--- src/common/timer_dma_pkg.sv ---
// constants, field layout and carrier types of the timer dma and counter-control block
//
// Contract
// - two independent dma channels: memory into compare 0, capture 0 out to memory
// - with dma enabled, capture/compare interrupts come only from end of block
// - capture 0 request has fixed higher priority than compare 0 request
// - each request gated by its dma mask bit, each end-of-block irq by its irq mask
// - upper five pointer bits of both pointer registers shared by both channels
// - with word address select zero, pointer bit 1 low for capture, high for compare
// - counter pointer bit 0 set selects register pairs; address pointer then unused
// - word moves as two bytes; second byte forces priority 000, then restores it
// - a started word keeps its channel until both bytes are done
// - transaction counter reaching zero ends the block with an end-of-block event
// - swap mode toggles pointer bit 2 per channel after each end of block
// - one swap enable bit switches swap mode for both channels
// - each end of block raises that channel's interrupt at its usual priority
// - end-of-block flags writable; writing one with swap enabled gives a spurious irq
// - end of block on a still-set flag clears that channel's dma mask
// - counter enable bit 7 anded with global run; stops or starts without reload
// - captures still happen while the counter is stopped
// - clear-on-capture bit 6 clears counter and reloads prescaler on any capture
// - clear-on-compare bit 5 clears counter and reloads prescaler on compare 0 match
// - counter clear bit 4 clears the counter without irq and always reads zero
// - bit 3 selects direction unless pins fix it; bit 2 reports actual direction
// - bit 1 flags a wrap at capture 0; bit 0 shows counter running
// - a source event while its pending bit is set sets its overrun bit
package timer_dma_pkg;

  // register indices; byte address is four times the index
  localparam logic [7:0] IDX_CAP0_HIGH = 8'hf0;
  localparam logic [7:0] IDX_CAP0_LOW  = 8'hf1;
  localparam logic [7:0] IDX_CAP1_HIGH = 8'hf2;
  localparam logic [7:0] IDX_CAP1_LOW  = 8'hf3;
  localparam logic [7:0] IDX_CMP0_HIGH = 8'hf4;
  localparam logic [7:0] IDX_CMP0_LOW  = 8'hf5;
  localparam logic [7:0] IDX_CMP1_HIGH = 8'hf6;
  localparam logic [7:0] IDX_CMP1_LOW  = 8'hf7;
  localparam logic [7:0] IDX_CTRL      = 8'hf8;
  localparam logic [7:0] IDX_CNT_PTR   = 8'hf9;
  localparam logic [7:0] IDX_ADDR_PTR  = 8'hfa;
  localparam logic [7:0] IDX_MASK      = 8'hfb;
  localparam logic [7:0] IDX_DMA_CTRL  = 8'hfc;
  localparam logic [7:0] IDX_FLAG      = 8'hfd;
  localparam logic [7:0] IDX_CENTRAL   = 8'hfe;

  // counter_control fields
  localparam int CTRL_RUN_EN   = 7;
  localparam int CTRL_CLR_CAP  = 6;
  localparam int CTRL_CLR_CMP  = 5;
  localparam int CTRL_CLEAR    = 4;
  localparam int CTRL_DIR_SEL  = 3;

  // irq_dma_mask_reg fields
  localparam int MASK_CAP_IRQ  = 0;
  localparam int MASK_CAP_DMA  = 1;
  localparam int MASK_CMP_IRQ  = 2;
  localparam int MASK_CMP_DMA  = 3;

  // irq_dma_control_reg fields
  localparam int DCTL_EOB_CAP  = 0;
  localparam int DCTL_EOB_CMP  = 1;
  localparam int DCTL_SWAP     = 2;
  localparam int DCTL_PRIO_LSB = 3;

  // timer_flag_reg fields
  localparam int FLAG_PEND_CAP = 0;
  localparam int FLAG_PEND_CMP = 1;
  localparam int FLAG_OVR_CAP  = 2;
  localparam int FLAG_OVR_CMP  = 3;

  // reset and load values
  localparam logic [7:0]  RST_BYTE      = 8'h00;
  localparam logic [2:0]  PRIO_TOP      = 3'h0;
  localparam logic [7:0]  PRESC_LOAD    = 8'h00;
  localparam logic [15:0] COUNT_TOP     = 16'hffff;
  localparam logic [15:0] COUNT_ZERO    = 16'h0000;

  typedef enum logic [1:0] {XFER_IDLE, XFER_FIRST, XFER_SECOND} xfer_state_t;

  typedef struct packed {
    logic       req_capture;
    logic       req_compare;
    logic       sel_compare;
    logic       high_byte;
    logic [2:0] prio;
    logic [7:0] cnt_ptr;
    logic [7:0] addr_ptr;
    logic [7:0] rd_byte;
  } dma_out_t;

  typedef struct packed {
    logic       ack;
    logic       last;
    logic [7:0] wr_byte;
  } dma_in_t;

endpackage

--- src/logic/timer_dma_capture_compare.sv ---
// timer counter core, capture/compare registers and the two dma channels
//
// Design decision made here: the APB interface to the registers.
`timescale 1ns/1ns
module timer_dma_capture_compare
  import timer_dma_pkg::*;
(
  // clock and reset
  input  wire logic        clk,
  input  wire logic        reset,
  // apb slave
  input  wire logic        psel,
  input  wire logic        penable,
  input  wire logic        pwrite,
  input  wire logic [31:0] paddr,
  input  wire logic [31:0] pwdata,
  output logic      [31:0] prdata,
  output logic             pready,
  output logic             pslverr,
  // pins
  input  wire logic        cap0_trig_pin,
  input  wire logic        cap1_trig_pin,
  input  wire logic        dir_fixed_pin,
  input  wire logic        dir_up_pin,
  // dma controller
  input  wire dma_in_t     dma_in,
  output dma_out_t         dma_out,
  // interrupt requests
  output logic             irq_capture0,
  output logic             irq_compare0
);

  function automatic logic [7:0] pick(input logic [7:0] idx,
                                      input logic [7:0] k, input logic [7:0] v);
    pick = (idx == k) ? v : 8'h00;
  endfunction

  // register state
  logic [7:0]  cap0_hi, cap0_lo, cap1_hi, cap1_lo;
  logic [7:0]  cmp0_hi, cmp0_lo, cmp1_hi, cmp1_lo;
  logic        run_en, clr_on_cap, clr_on_cmp, dir_sel, dir_stat, wrap_cap, clear_req;
  logic [7:0]  cnt_ptr, addr_ptr;
  logic [3:0]  dma_mask;
  logic        eob_cap, eob_cmp, swap_en;
  logic [2:0]  prio;
  logic        pend_cap, pend_cmp, ovr_cap, ovr_cmp, glob_run;
  logic [15:0] counter;
  logic [7:0]  presc;
  logic        wrap_seen;
  logic [3:0]  sync1, sync2;
  logic [1:0]  trig_old;
  logic        req_cap, req_cmp, sel_cmp;
  xfer_state_t state, next_state;

  // apb decode; one wait state so read data comes from a flop
  wire        access   = psel & penable & ~pready;
  wire        wr_en    = psel & penable & pready & pwrite;
  wire [7:0]  idx      = paddr[9:2];
  wire [7:0]  wb       = pwdata[7:0];
  wire        mapped   = (idx >= IDX_CAP0_HIGH) && (idx <= IDX_CENTRAL);
  wire        w_cap0h  = wr_en & (idx == IDX_CAP0_HIGH);
  wire        w_cap0l  = wr_en & (idx == IDX_CAP0_LOW);
  wire        w_cap1h  = wr_en & (idx == IDX_CAP1_HIGH);
  wire        w_cap1l  = wr_en & (idx == IDX_CAP1_LOW);
  wire        w_cmp0h  = wr_en & (idx == IDX_CMP0_HIGH);
  wire        w_cmp0l  = wr_en & (idx == IDX_CMP0_LOW);
  wire        w_cmp1h  = wr_en & (idx == IDX_CMP1_HIGH);
  wire        w_cmp1l  = wr_en & (idx == IDX_CMP1_LOW);
  wire        w_ctrl   = wr_en & (idx == IDX_CTRL);
  wire        w_cptr   = wr_en & (idx == IDX_CNT_PTR);
  wire        w_aptr   = wr_en & (idx == IDX_ADDR_PTR);
  wire        w_mask   = wr_en & (idx == IDX_MASK);
  wire        w_dctl   = wr_en & (idx == IDX_DMA_CTRL);
  wire        w_flag   = wr_en & (idx == IDX_FLAG);
  wire        w_cent   = wr_en & (idx == IDX_CENTRAL);

  // counter core
  wire        running  = run_en & glob_run;
  wire        up       = sync2[2] ? sync2[3] : dir_sel;
  wire        tick     = running & (presc == 8'h00);
  wire        cap0_ev  = sync2[0] & ~trig_old[0];
  wire        cap1_ev  = sync2[1] & ~trig_old[1];
  wire        cmp_ev   = tick & (counter == {cmp0_hi, cmp0_lo});
  wire        wrap     = tick & (up ? counter == COUNT_TOP : counter == COUNT_ZERO);
  wire        clr_cap  = clr_on_cap & (cap0_ev | cap1_ev);
  wire        clr_cmp  = clr_on_cmp & cmp_ev;
  wire        clear    = clear_req | clr_cap | clr_cmp;
  wire [15:0] next_counter = clear ? COUNT_ZERO :
                             tick  ? (up ? counter + 16'h0001 : counter - 16'h0001) :
                             counter;
  wire [7:0]  next_presc = clear   ? PRESC_LOAD :
                           running ? ((presc == 8'h00) ? PRESC_LOAD : presc - 8'h01) :
                           presc;

  // dma channel control
  wire        cap_dma  = dma_mask[MASK_CAP_DMA];
  wire        cmp_dma  = dma_mask[MASK_CMP_DMA];
  wire        ack      = dma_in.ack & (state != XFER_IDLE);
  wire        done     = ack & (state == XFER_SECOND);
  wire        done_cap = done & ~sel_cmp;
  wire        done_cmp = done & sel_cmp;
  wire        eob_c    = done_cap & dma_in.last;
  wire        eob_m    = done_cmp & dma_in.last;
  wire        set_rcap = cap0_ev & cap_dma;
  wire        set_rcmp = cmp_ev & cmp_dma;
  wire        next_rcap = set_rcap | (req_cap & ~done_cap);
  wire        next_rcmp = set_rcmp | (req_cmp & ~done_cmp);
  // channel chosen as a word starts, so requests, byte flag and pointers leave together
  wire        new_word = (next_state == XFER_FIRST) & (state != XFER_FIRST);
  wire        next_sel = new_word ? ~next_rcap : sel_cmp;

  always_comb
  begin
    next_state = state;
    case (state)
      XFER_IDLE:   if (next_rcap | next_rcmp) next_state = XFER_FIRST;
      XFER_FIRST:  if (ack) next_state = XFER_SECOND;
      XFER_SECOND: if (ack) next_state = (next_rcap | next_rcmp) ? XFER_FIRST :
                                         XFER_IDLE;
      default:     next_state = XFER_IDLE;
    endcase
  end

  // pointer mapping, held per channel
  wire        tog      = next_sel ? cnt_ptr[2] : addr_ptr[2];
  wire        reg_pair = cnt_ptr[0];
  wire [7:0]  next_cptr = {cnt_ptr[7:3], tog, next_sel, cnt_ptr[0]};
  wire [7:0]  next_aptr = reg_pair ? 8'h00 :
                          {addr_ptr[7:3], tog, next_sel, addr_ptr[0]};
  wire        next_high = (next_state == XFER_FIRST);
  wire [2:0]  next_prio = (next_state == XFER_SECOND) ? PRIO_TOP : prio;

  // end of block, swap and protection
  wire        spur_cap = w_dctl & wb[DCTL_EOB_CAP] & ~eob_cap & swap_en;
  wire        spur_cmp = w_dctl & wb[DCTL_EOB_CMP] & ~eob_cmp & swap_en;
  wire        prot_cap = eob_c & eob_cap;
  wire        prot_cmp = eob_m & eob_cmp;
  wire        ev_cap   = cap_dma ? (eob_c | spur_cap) : (cap0_ev | spur_cap);
  wire        ev_cmp   = cmp_dma ? (eob_m | spur_cmp) : (cmp_ev | spur_cmp);

  // read mux
  wire [7:0]  ctrl_rd  = {run_en, clr_on_cap, clr_on_cmp, 1'b0,
                          dir_sel, dir_stat, wrap_cap, running};
  wire [7:0]  dctl_rd  = {2'b00, prio, swap_en, eob_cmp, eob_cap};
  wire [7:0]  flag_rd  = {4'h0, ovr_cmp, ovr_cap, pend_cmp, pend_cap};
  wire [7:0]  rd_byte  = pick(idx, IDX_CAP0_HIGH, cap0_hi) | pick(idx, IDX_CAP0_LOW, cap0_lo)
                       | pick(idx, IDX_CAP1_HIGH, cap1_hi) | pick(idx, IDX_CAP1_LOW, cap1_lo)
                       | pick(idx, IDX_CMP0_HIGH, cmp0_hi) | pick(idx, IDX_CMP0_LOW, cmp0_lo)
                       | pick(idx, IDX_CMP1_HIGH, cmp1_hi) | pick(idx, IDX_CMP1_LOW, cmp1_lo)
                       | pick(idx, IDX_CTRL, ctrl_rd)      | pick(idx, IDX_CNT_PTR, cnt_ptr)
                       | pick(idx, IDX_ADDR_PTR, addr_ptr)
                       | pick(idx, IDX_MASK, {4'h0, dma_mask})
                       | pick(idx, IDX_DMA_CTRL, dctl_rd)  | pick(idx, IDX_FLAG, flag_rd)
                       | pick(idx, IDX_CENTRAL, {7'h00, glob_run});

  // apb answer
  always_ff @(posedge clk or posedge reset)
  begin
    if (reset)
    begin
      pready  <= 1'b0;
      prdata  <= 32'h0000_0000;
      pslverr <= 1'b0;
    end
    else
    begin
      pready  <= access;
      prdata  <= access ? {24'h00_0000, rd_byte} : 32'h0000_0000;
      pslverr <= access & ~mapped;
    end
  end

  // pin synchronisers
  always_ff @(posedge clk or posedge reset)
  begin
    if (reset)
    begin
      sync1    <= 4'h0;
      sync2    <= 4'h0;
      trig_old <= 2'b00;
    end
    else
    begin
      sync1    <= {dir_up_pin, dir_fixed_pin, cap1_trig_pin, cap0_trig_pin};
      sync2    <= sync1;
      trig_old <= sync2[1:0];
    end
  end

  // counter, prescaler and status
  always_ff @(posedge clk or posedge reset)
  begin
    if (reset)
    begin
      counter   <= COUNT_ZERO;
      presc     <= PRESC_LOAD;
      dir_stat  <= 1'b0;
      wrap_cap  <= 1'b0;
      wrap_seen <= 1'b0;
    end
    else
    begin
      counter  <= next_counter;
      presc    <= next_presc;
      dir_stat <= up;
      if (cap0_ev)
      begin
        wrap_cap  <= wrap_seen | wrap;
        wrap_seen <= 1'b0;
      end
      else if (wrap)
        wrap_seen <= 1'b1;
    end
  end

  // capture/load and compare registers; a capture wins over a software write
  always_ff @(posedge clk or posedge reset)
  begin
    if (reset)
    begin
      cap0_hi <= RST_BYTE;
      cap0_lo <= RST_BYTE;
      cap1_hi <= RST_BYTE;
      cap1_lo <= RST_BYTE;
      cmp0_hi <= RST_BYTE;
      cmp0_lo <= RST_BYTE;
      cmp1_hi <= RST_BYTE;
      cmp1_lo <= RST_BYTE;
    end
    else
    begin
      if (cap0_ev)
        {cap0_hi, cap0_lo} <= counter;
      else
      begin
        if (w_cap0h) cap0_hi <= wb;
        if (w_cap0l) cap0_lo <= wb;
      end
      if (cap1_ev)
        {cap1_hi, cap1_lo} <= counter;
      else
      begin
        if (w_cap1h) cap1_hi <= wb;
        if (w_cap1l) cap1_lo <= wb;
      end
      if (ack & sel_cmp & (state == XFER_FIRST))
        cmp0_hi <= dma_in.wr_byte;
      else if (w_cmp0h)
        cmp0_hi <= wb;
      if (done_cmp)
        cmp0_lo <= dma_in.wr_byte;
      else if (w_cmp0l)
        cmp0_lo <= wb;
      if (w_cmp1h) cmp1_hi <= wb;
      if (w_cmp1l) cmp1_lo <= wb;
    end
  end

  // counter control and central run bit
  always_ff @(posedge clk or posedge reset)
  begin
    if (reset)
    begin
      run_en     <= 1'b0;
      clr_on_cap <= 1'b0;
      clr_on_cmp <= 1'b0;
      dir_sel    <= 1'b0;
      clear_req  <= 1'b0;
      glob_run   <= 1'b1;
    end
    else
    begin
      clear_req <= w_ctrl & wb[CTRL_CLEAR];
      if (w_ctrl)
      begin
        run_en     <= wb[CTRL_RUN_EN];
        clr_on_cap <= wb[CTRL_CLR_CAP];
        clr_on_cmp <= wb[CTRL_CLR_CMP];
        dir_sel    <= wb[CTRL_DIR_SEL];
      end
      if (w_cent)
        glob_run <= wb[0];
    end
  end

  // pointers, masks and dma control; hardware toggles win over software writes
  always_ff @(posedge clk or posedge reset)
  begin
    if (reset)
    begin
      cnt_ptr  <= RST_BYTE;
      addr_ptr <= RST_BYTE;
      dma_mask <= 4'h0;
      eob_cap  <= 1'b0;
      eob_cmp  <= 1'b0;
      swap_en  <= 1'b0;
      prio     <= PRIO_TOP;
    end
    else
    begin
      if (w_cptr) cnt_ptr <= {wb[7:2], 1'b0, wb[0]};
      if (eob_m & swap_en) cnt_ptr[2] <= ~cnt_ptr[2];
      if (w_aptr) addr_ptr <= {wb[7:2], 1'b0, wb[0]};
      if (eob_c & swap_en) addr_ptr[2] <= ~addr_ptr[2];
      // protection overrides a same-cycle re-enable so a stale pointer pair is never used
      if (w_mask) dma_mask <= wb[3:0];
      if (prot_cap) dma_mask[MASK_CAP_DMA] <= 1'b0;
      if (prot_cmp) dma_mask[MASK_CMP_DMA] <= 1'b0;
      eob_cap <= eob_c | (w_dctl ? wb[DCTL_EOB_CAP] : eob_cap);
      eob_cmp <= eob_m | (w_dctl ? wb[DCTL_EOB_CMP] : eob_cmp);
      if (w_dctl)
      begin
        swap_en <= wb[DCTL_SWAP];
        prio    <= wb[DCTL_PRIO_LSB+2:DCTL_PRIO_LSB];
      end
    end
  end

  // pending and overrun flags; a set in the clearing cycle wins
  always_ff @(posedge clk or posedge reset)
  begin
    if (reset)
    begin
      pend_cap <= 1'b0;
      pend_cmp <= 1'b0;
      ovr_cap  <= 1'b0;
      ovr_cmp  <= 1'b0;
    end
    else
    begin
      pend_cap <= ev_cap | (w_flag ? wb[FLAG_PEND_CAP] : pend_cap);
      pend_cmp <= ev_cmp | (w_flag ? wb[FLAG_PEND_CMP] : pend_cmp);
      ovr_cap  <= (ev_cap & pend_cap) | (w_flag ? wb[FLAG_OVR_CAP] : ovr_cap);
      ovr_cmp  <= (ev_cmp & pend_cmp) | (w_flag ? wb[FLAG_OVR_CMP] : ovr_cmp);
    end
  end

  // word transfer engine and requests
  always_ff @(posedge clk or posedge reset)
  begin
    if (reset)
    begin
      state   <= XFER_IDLE;
      sel_cmp <= 1'b0;
      req_cap <= 1'b0;
      req_cmp <= 1'b0;
    end
    else
    begin
      state   <= next_state;
      sel_cmp <= next_sel;
      req_cap <= next_rcap;
      req_cmp <= next_rcmp;
    end
  end

  // registered outputs toward the dma controller and interrupt controller
  // capture bytes are sampled per byte; a capture between them splits the word
  always_ff @(posedge clk or posedge reset)
  begin
    if (reset)
    begin
      dma_out      <= '0;
      irq_capture0 <= 1'b0;
      irq_compare0 <= 1'b0;
    end
    else
    begin
      dma_out.req_capture <= next_rcap;
      dma_out.req_compare <= next_rcmp;
      dma_out.sel_compare <= next_sel;
      dma_out.high_byte   <= next_high;
      dma_out.prio        <= next_prio;
      dma_out.cnt_ptr     <= next_cptr;
      dma_out.addr_ptr    <= next_aptr;
      dma_out.rd_byte     <= next_high ? cap0_hi : cap0_lo;
      irq_capture0        <= pend_cap & dma_mask[MASK_CAP_IRQ];
      irq_compare0        <= pend_cmp & dma_mask[MASK_CMP_IRQ];
    end
  end

endmodule
--- config.mk ---
export PLATFORM = sky130hd
export DESIGN_NAME = timer_dma_capture_compare
export DESIGN_NICKNAME = d
export VERILOG_FILES = /design/src/common/timer_dma_pkg.sv /design/src/logic/timer_dma_capture_compare.sv
export SDC_FILE = /design/constraint.sdc
export NUM_CORES = 1
export LEC_CHECK = 0
export CAP_MARGIN = 10
export CORE_ASPECT_RATIO = 0.5
export CORE_UTILIZATION = 45
export CTS_CLUSTER_DIAMETER = 40
export DETAILED_ROUTE_END_ITERATION = 8
export DONT_BUFFER_PORTS = 1
export GPL_ROUTABILITY_DRIVEN = 0
export PLACE_DENSITY_LB_ADDON = 0.08
export SETUP_SLACK_MARGIN = 0.4
export SLEW_MARGIN = 20
export SYNTH_ARGS = -nofsm -noshare
export SYNTH_HDL_FRONTEND = slang
export SYNTH_SLANG_ARGS = --single-unit
export TNS_END_PERCENT = 20
--- constraint.sdc ---
create_clock -name clk -period 8.6 [get_ports clk]
set_input_delay 0.43 -clock clk [delete_from_list [all_inputs] [get_ports clk]]
set_output_delay 0.43 -clock clk [all_outputs]
set_load 0.03 [all_outputs]
Word-level counts from Yosys, hierarchy flattened
Cells that the tools add are included.
- add/subtract/negate cells: 3
- magnitude comparators: 2
- eq/ne operators: 22
- muxes and demuxes: 63
- bitwise logic cells: 99
- reduce and logical (&&, ||, !) cells: 18
- operators with widths (kind ; count):
    8-bit 2-to-1 mux ; 29
    8-bit == test, second input constant ; 15
    8-bit OR ; 10
    1-bit bitwise AND ; 56
    16-bit 2-to-1 mux ; 3
    2-bit nonzero test ; 14
    1-bit 2-to-1 mux ; 20
    1-bit OR ; 17
    16-bit by 1-bit adder with 16-bit output, second input constant ; 1
    16-bit == test ; 1
    16-bit == test, second input constant ; 1
    16-bit zero test ; 1
    8-bit by 4-bit OR with 8-bit output ; 2
    16-bit by 1-bit subtractor with 16-bit output, second input constant ; 1
    4-bit 2-to-1 mux ; 3
    1-bit inverter ; 12
    3-bit 2-to-1 mux ; 3
    8-bit greater-or-equal comparator, second input constant ; 1
    8-bit <= comparator, second input constant ; 1
    8-bit zero test ; 1
    8-bit by 1-bit OR with 8-bit output ; 1
    8-bit by 6-bit OR with 8-bit output ; 1
    8-bit by 1-bit subtractor with 8-bit output, second input constant ; 1
    2-bit 2-to-1 mux ; 3
    other kinds (7) ; 9
- bits in registers: 180
- bits of input ports: 83
- output and inout port bits: 67
- word-level logic and storage cells: 258

Longest topological paths before layout
- depth after elaboration: 17
- gate-level depth with buffers: 9

Worst setup path before layout
OpenSTA, ideal clock, no wires.
- kind: register -> register
- start: register sync2[2]
- end: register counter[14]
- library setup time: 0.122 ns
- arrival time: 2.680 ns
- data required time: 8.478 ns
- setup slack: 5.799 ns
- stages on the path, launching flop included: 8
- cells stage by stage: dfrtp_1 -> mux2i_2 -> ha_1 -> a21o_1 -> o211a_1 -> o31a_1 -> or3_1 -> a32o_1
- word-level cells in the longest chain between the ends: 4
- RTL lines (item ; line ; text):
    start: declaration ; timer_dma_capture_compare.sv:50 ; logic [3:0] sync1, sync2;
    start signal: assignment ; timer_dma_capture_compare.sv:185 ; sync2 <= sync1;
    1-bit 2-to-1 mux ; timer_dma_capture_compare.sv:79 ; wire up = sync2[2] ? sync2[3] : dir_sel;
    16-bit 2-to-1 mux (2 in a row) ; timer_dma_capture_compare.sv:89 ; tick ? (up ? counter + 16'h0001 : counter - 16'h0001) :
    16-bit 2-to-1 mux ; timer_dma_capture_compare.sv:88 ; wire [15:0] next_counter = clear ? COUNT_ZERO :
    end signal: assignment ; timer_dma_capture_compare.sv:203 ; counter <= next_counter;
    end: declaration ; timer_dma_capture_compare.sv:47 ; logic [15:0] counter;
No other way between the ends. The select of a mux whose other input is x is not followed.
A chain may end at the register's enable or synchronous reset.

Worst setup path after layout
- start: register glob_run
- end: register dma_out[5] (netlist name)
- word-level cells in the longest chain between the ends: 11
- elaborated cells on any way between the ends: 12
- classes of those cells: eq/ne (1); mux (5); bitwise (6)
- RTL lines (item ; line ; text):
    start: declaration ; timer_dma_capture_compare.sv:46 ; logic pend_cap, pend_cmp, ovr_cap, ovr_cmp, glob_run;
    start signal: assignment ; timer_dma_capture_compare.sv:282 ; glob_run <= wb[0];
    1-bit bitwise AND (*) ; timer_dma_capture_compare.sv:78 ; wire running = run_en & glob_run;
    1-bit bitwise AND (*) ; timer_dma_capture_compare.sv:80 ; wire tick = running & (presc == 8'h00);
    1-bit bitwise AND (*) ; timer_dma_capture_compare.sv:83 ; wire cmp_ev = tick & (counter == {cmp0_hi, cmp0_lo});
    1-bit bitwise AND (*) ; timer_dma_capture_compare.sv:105 ; wire set_rcmp = cmp_ev & cmp_dma;
    1-bit OR (*) ; timer_dma_capture_compare.sv:107 ; wire next_rcmp = set_rcmp | (req_cmp & ~done_cmp);
    1-bit OR (*) ; timer_dma_capture_compare.sv:116, timer_dma_capture_compare.sv:118 ;
    1-bit 2-to-1 mux ; timer_dma_capture_compare.sv:118 ; XFER_SECOND: if (ack) next_state = (next_rcap | next_rcmp) ? XFER_FIRST :
    2-bit 2-to-1 mux ; timer_dma_capture_compare.sv:118 ;
    2-bit case mux with 3 select lines (*) ; timer_dma_capture_compare.sv:115 ; case (state)
    2-bit by 1-bit == test with 1-bit output (*) ; timer_dma_capture_compare.sv:130 ; wire next_high = (next_state == XFER_FIRST);
    8-bit 2-to-1 mux (*) ; timer_dma_capture_compare.sv:376 ; dma_out.rd_byte <= next_high ? cap0_hi : cap0_lo;
    end: declaration ; timer_dma_capture_compare.sv:27 ; output dma_out_t dma_out,
Mark *: on every way between the ends. The rest lies on a longest branch, timed or not.

==> run_results.csv <==
group,metric,value,unit
pwr,max-vdd-ir-drop,109,uV
status,violations,"design-rule violations, negative hold slack",
synthesis,yosys_warnings,0,
timing,fin_skew,0.00799,ns
worst_setup_path,cp_top_family,"simple AND/OR/NAND/NOR gates",
global_route,grt_max_degree,120,
clocking,cts_tree,"yes",
synthesis,syn-cell-area,9450,sq um
synthesis,synthFlopType,"dfrtp_1",
synthesis,async_flop_share,100,%
detailed_routing,viasPerCell,5.78,
final_layout,final_area,10100,sq um
global_route,grt-ovfl-total,0,
timing,hold_ws,-0.0370,ns
place,io_buffers,0,
worst_setup_path,arrival,3.73,ns
die,fp.coreArea,20600,sq um
die,num_rows,37,
synthesis,synth_cell_types,76,
worst_setup_path,path_buf_inv,0,
timing,setup_viol,0,
clocking,cts_max_path_buffers,2,
global_route,grt_pass1_wl,40300,um
final_layout,fin_util,49.3,%
worst_setup_path,cp.required,8.92,ns
detailed_routing,drt_iter0_markers,637,
place,hpwl,17600,um
final_layout,area_growth,7.18,%
synthesis,synth_seq_area_share,47.4,%
timing,fin_setup_tns,0,ns
timing,worst_slew_pin_slew,1.02,ns
hold_path,worstHoldPathType,"input pin to async pin",
worst_setup_path,critical_path.max_fanout,19,
final_layout,fillers,1961,
timing,period_minus_slack,3.40,ns
clocking,cts_made_buffers,17,
clocking,root_buffer,"clkbuf_16",
final_layout,layout-drive-gt1-share,13.5,%
synthesis,ys_ff_latch,179,
timing,period_share,39.6,%
detailed_routing,vias,6750,
timing,drv_slew,0,
worst_setup_path,critPathMaxStageDelay,0.77,ns
clocking,cts_num_sinks,179,
detailed_routing,wl,26000,um
detailed_routing,drc,4,
detailed_routing,final_antenna_net_count,0,
synthesis,synth_edf_count,0,
timing,fmax,294,MHz
clocking,cts_max_level,4,
job,cap_violations,0,
timing,rsz0062_at_grt,"false",
die,die_height,104,um
place,placedInstanceArea,9510,sq um
die,start_util,46.0,%
detailed_routing,post_drt_wl_per_cell,22.3,um
die,die-area,21600,sq um
status,status,"complete, but fails checks",
synthesis,syn_area_per_cell,10.4,sq um
timing,hold_viol_final,12,
die,ios,150,
worst_setup_path,cp-end-kind,"flip-flop",
timing,slew_headroom,30.8,%
die,die_w,207,um
clocking,insertion_delay,0.44,ns
detailed_routing,dr.pass1.iters,9,
pwr,p_leak,0.00471,uW
worst_setup_path,slowest_stage,"nor3_4",
global_route,grtUsageTotal,25.5,%
clocking,clk_pin_slew,0.07,ns
worst_setup_path,crit_path_cell_trace,"and2_1, nand3_4, nor3_4, nand3_1, a41o_1, mux2_4",
global_route,grt_pass1_vias,6558,
worst_setup_path,path_class,"flip-flop to flip-flop",
synthesis,postSynthCellCount,905,
worst_setup_path,cp-start-kind,"flip-flop",
final_layout,insertedDiodeCount,0,
pwr,p_per_area,203,nW/um^2
final_layout,final_nets,981,
global_route,antenna_found_initial,1,
-- layout make-up --
| class | count | area, sq um | area share [%] |
|---|---|---|---|
| Clock buffer | 22 | 464 | 4.58 |
| Sequential cell | 179 | 4480 | 44.2 |
| Timing Repair Buffer | 12 | 100 | 0.988 |
| Clock inverter | 9 | 105 | 1.04 |
| Inverter | 17 | 71.3 | 0.704 |
| Multi-Input combinational cell | 655 | 4560 | 45.1 |
| Tap cell | 273 | 342 | 3.37 |
-- synthesized netlist by cell type (14+ instances only) --
library cell | n | area (sq um)
o21ai_0 | 77 | 385
mux2_2 | 47 | 529
xnor2_1 | 24 | 210
nor2b_1 | 14 | 87.6
nor2_1 | 40 | 150
a21oi_1 | 41 | 205
buf_4 | 29 | 218
clkbuf_1 | 30 | 113
dfrtp_1 | 178 | 4450
and2_1 | 14 | 87.6
inv_1 | 16 | 60.1
mux2i_1 | 66 | 661
ha_1 | 15 | 188
nand3_1 | 18 | 90.1
nand2_1 | 102 | 383
-- worst paths after layout --
| check | slack [ns] | cells after the start | from | end |
|---|---|---|---|---|
| min in group clk | 0.09 | 1 | dma_in[8] | dma_mask[3]$_DFFE_PP0P_ |
| worst min register to register | 0.35 | 0 | sync1[2]$_DFF_PP0_ | sync2[2]$_DFF_PP0_ |
| worst max-delay path | 5.20 | 6 | glob_run$_DFFE_PP1P_ | dma_out[5]$_DFF_PP0_ |
| max in group asynchronous | 7.20 | 2 | reset | dma_mask[3]$_DFFE_PP0P_ |
| worst max register to register | 5.20 | 6 | glob_run$_DFFE_PP1P_ | dma_out[5]$_DFF_PP0_ |
| worst min-delay path | -0.04 | 1 | reset | dma_out[29]$_DFF_PP0_ |
-- report_power, final --
part           internal [uW]  total, uW  switching, uW
combinational            112        274            162
clock                    441        786            344
sequential               898        995           96.7
-- placed cells by master, fill, tap and decap left out, types with 18 or more instances in the layout --
master     n
xnor2_1   24
mux2i_1   66
a21oi_1   41
nand2_1  102
o21ai_0   77
mux2_2    47
conb_1    24
nand3_1   18
dfrtp_1  178
nor2_1    40
-- repair_timing --
| item | CTS | global route |
|---|---|---|
| buffers inserted | 0 | 0 |
| resized for setup | 0 | 0 |
| hold buffers | 1 | 3 |
| hold endpoints to repair | 1 | 3 |
-- kinds of logic (layout without fill, tap and decap cells) --
family | count (synthesis) | after routing | share of synthesized area, %
XOR/XNOR | 28 | 28 | 2.60
flip-flops | 179 | 179 | 47.4
adder cells (fa/ha/maj) | 16 | 16 | 2.20
AND/OR/NAND/NOR | 266 | 266 | 14.6
other | 1 | 24 | 0.0397
multiplexers | 126 | 126 | 15.0
buffers and inverters | 94 | 60 | 5.35
AO/OA/AOI/OAI | 195 | 195 | 12.9
-- state kept, by name, summed over array words and instances, names as in the netlist, 2 cells and up --
signal	flops
dma_mask	4
cap1_hi	8
cnt_ptr	7
cmp1_lo	8
prio	3
state	2
prdata	8
presc	8
cmp0_hi	8
trig_old	2
sync2	4
cap0_hi	8
cap0_lo	8
dma_out	30
cap1_lo	8
sync1	4
addr_ptr	7
cmp1_hi	8
cmp0_lo	8
counter	16
-- per-stage QoR --
step / total power (uW) / std cells / worst slack (ns)
after global placement: 1280 / 1132 / 5.24
final: 2060 / 1167 / 5.20
after global routing: 2150 / 1167 / 5.02
after floorplan: 1240 / 928 / 3.31
after detailed placement: 1280 / 1132 / 5.22
after CTS: 2070 / 1164 / 5.20
-- metal layers --
layer,global-route usage [%],up-vias,share of wire (%)
li1,-,3157,-
met1,36.8,3374,47
met2,38.4,185,45
met3,5.73,34,6.1
met4,6.73,0,1.7
met5,0,-,0
Note: power is estimated with default switching activity, not from simulation.
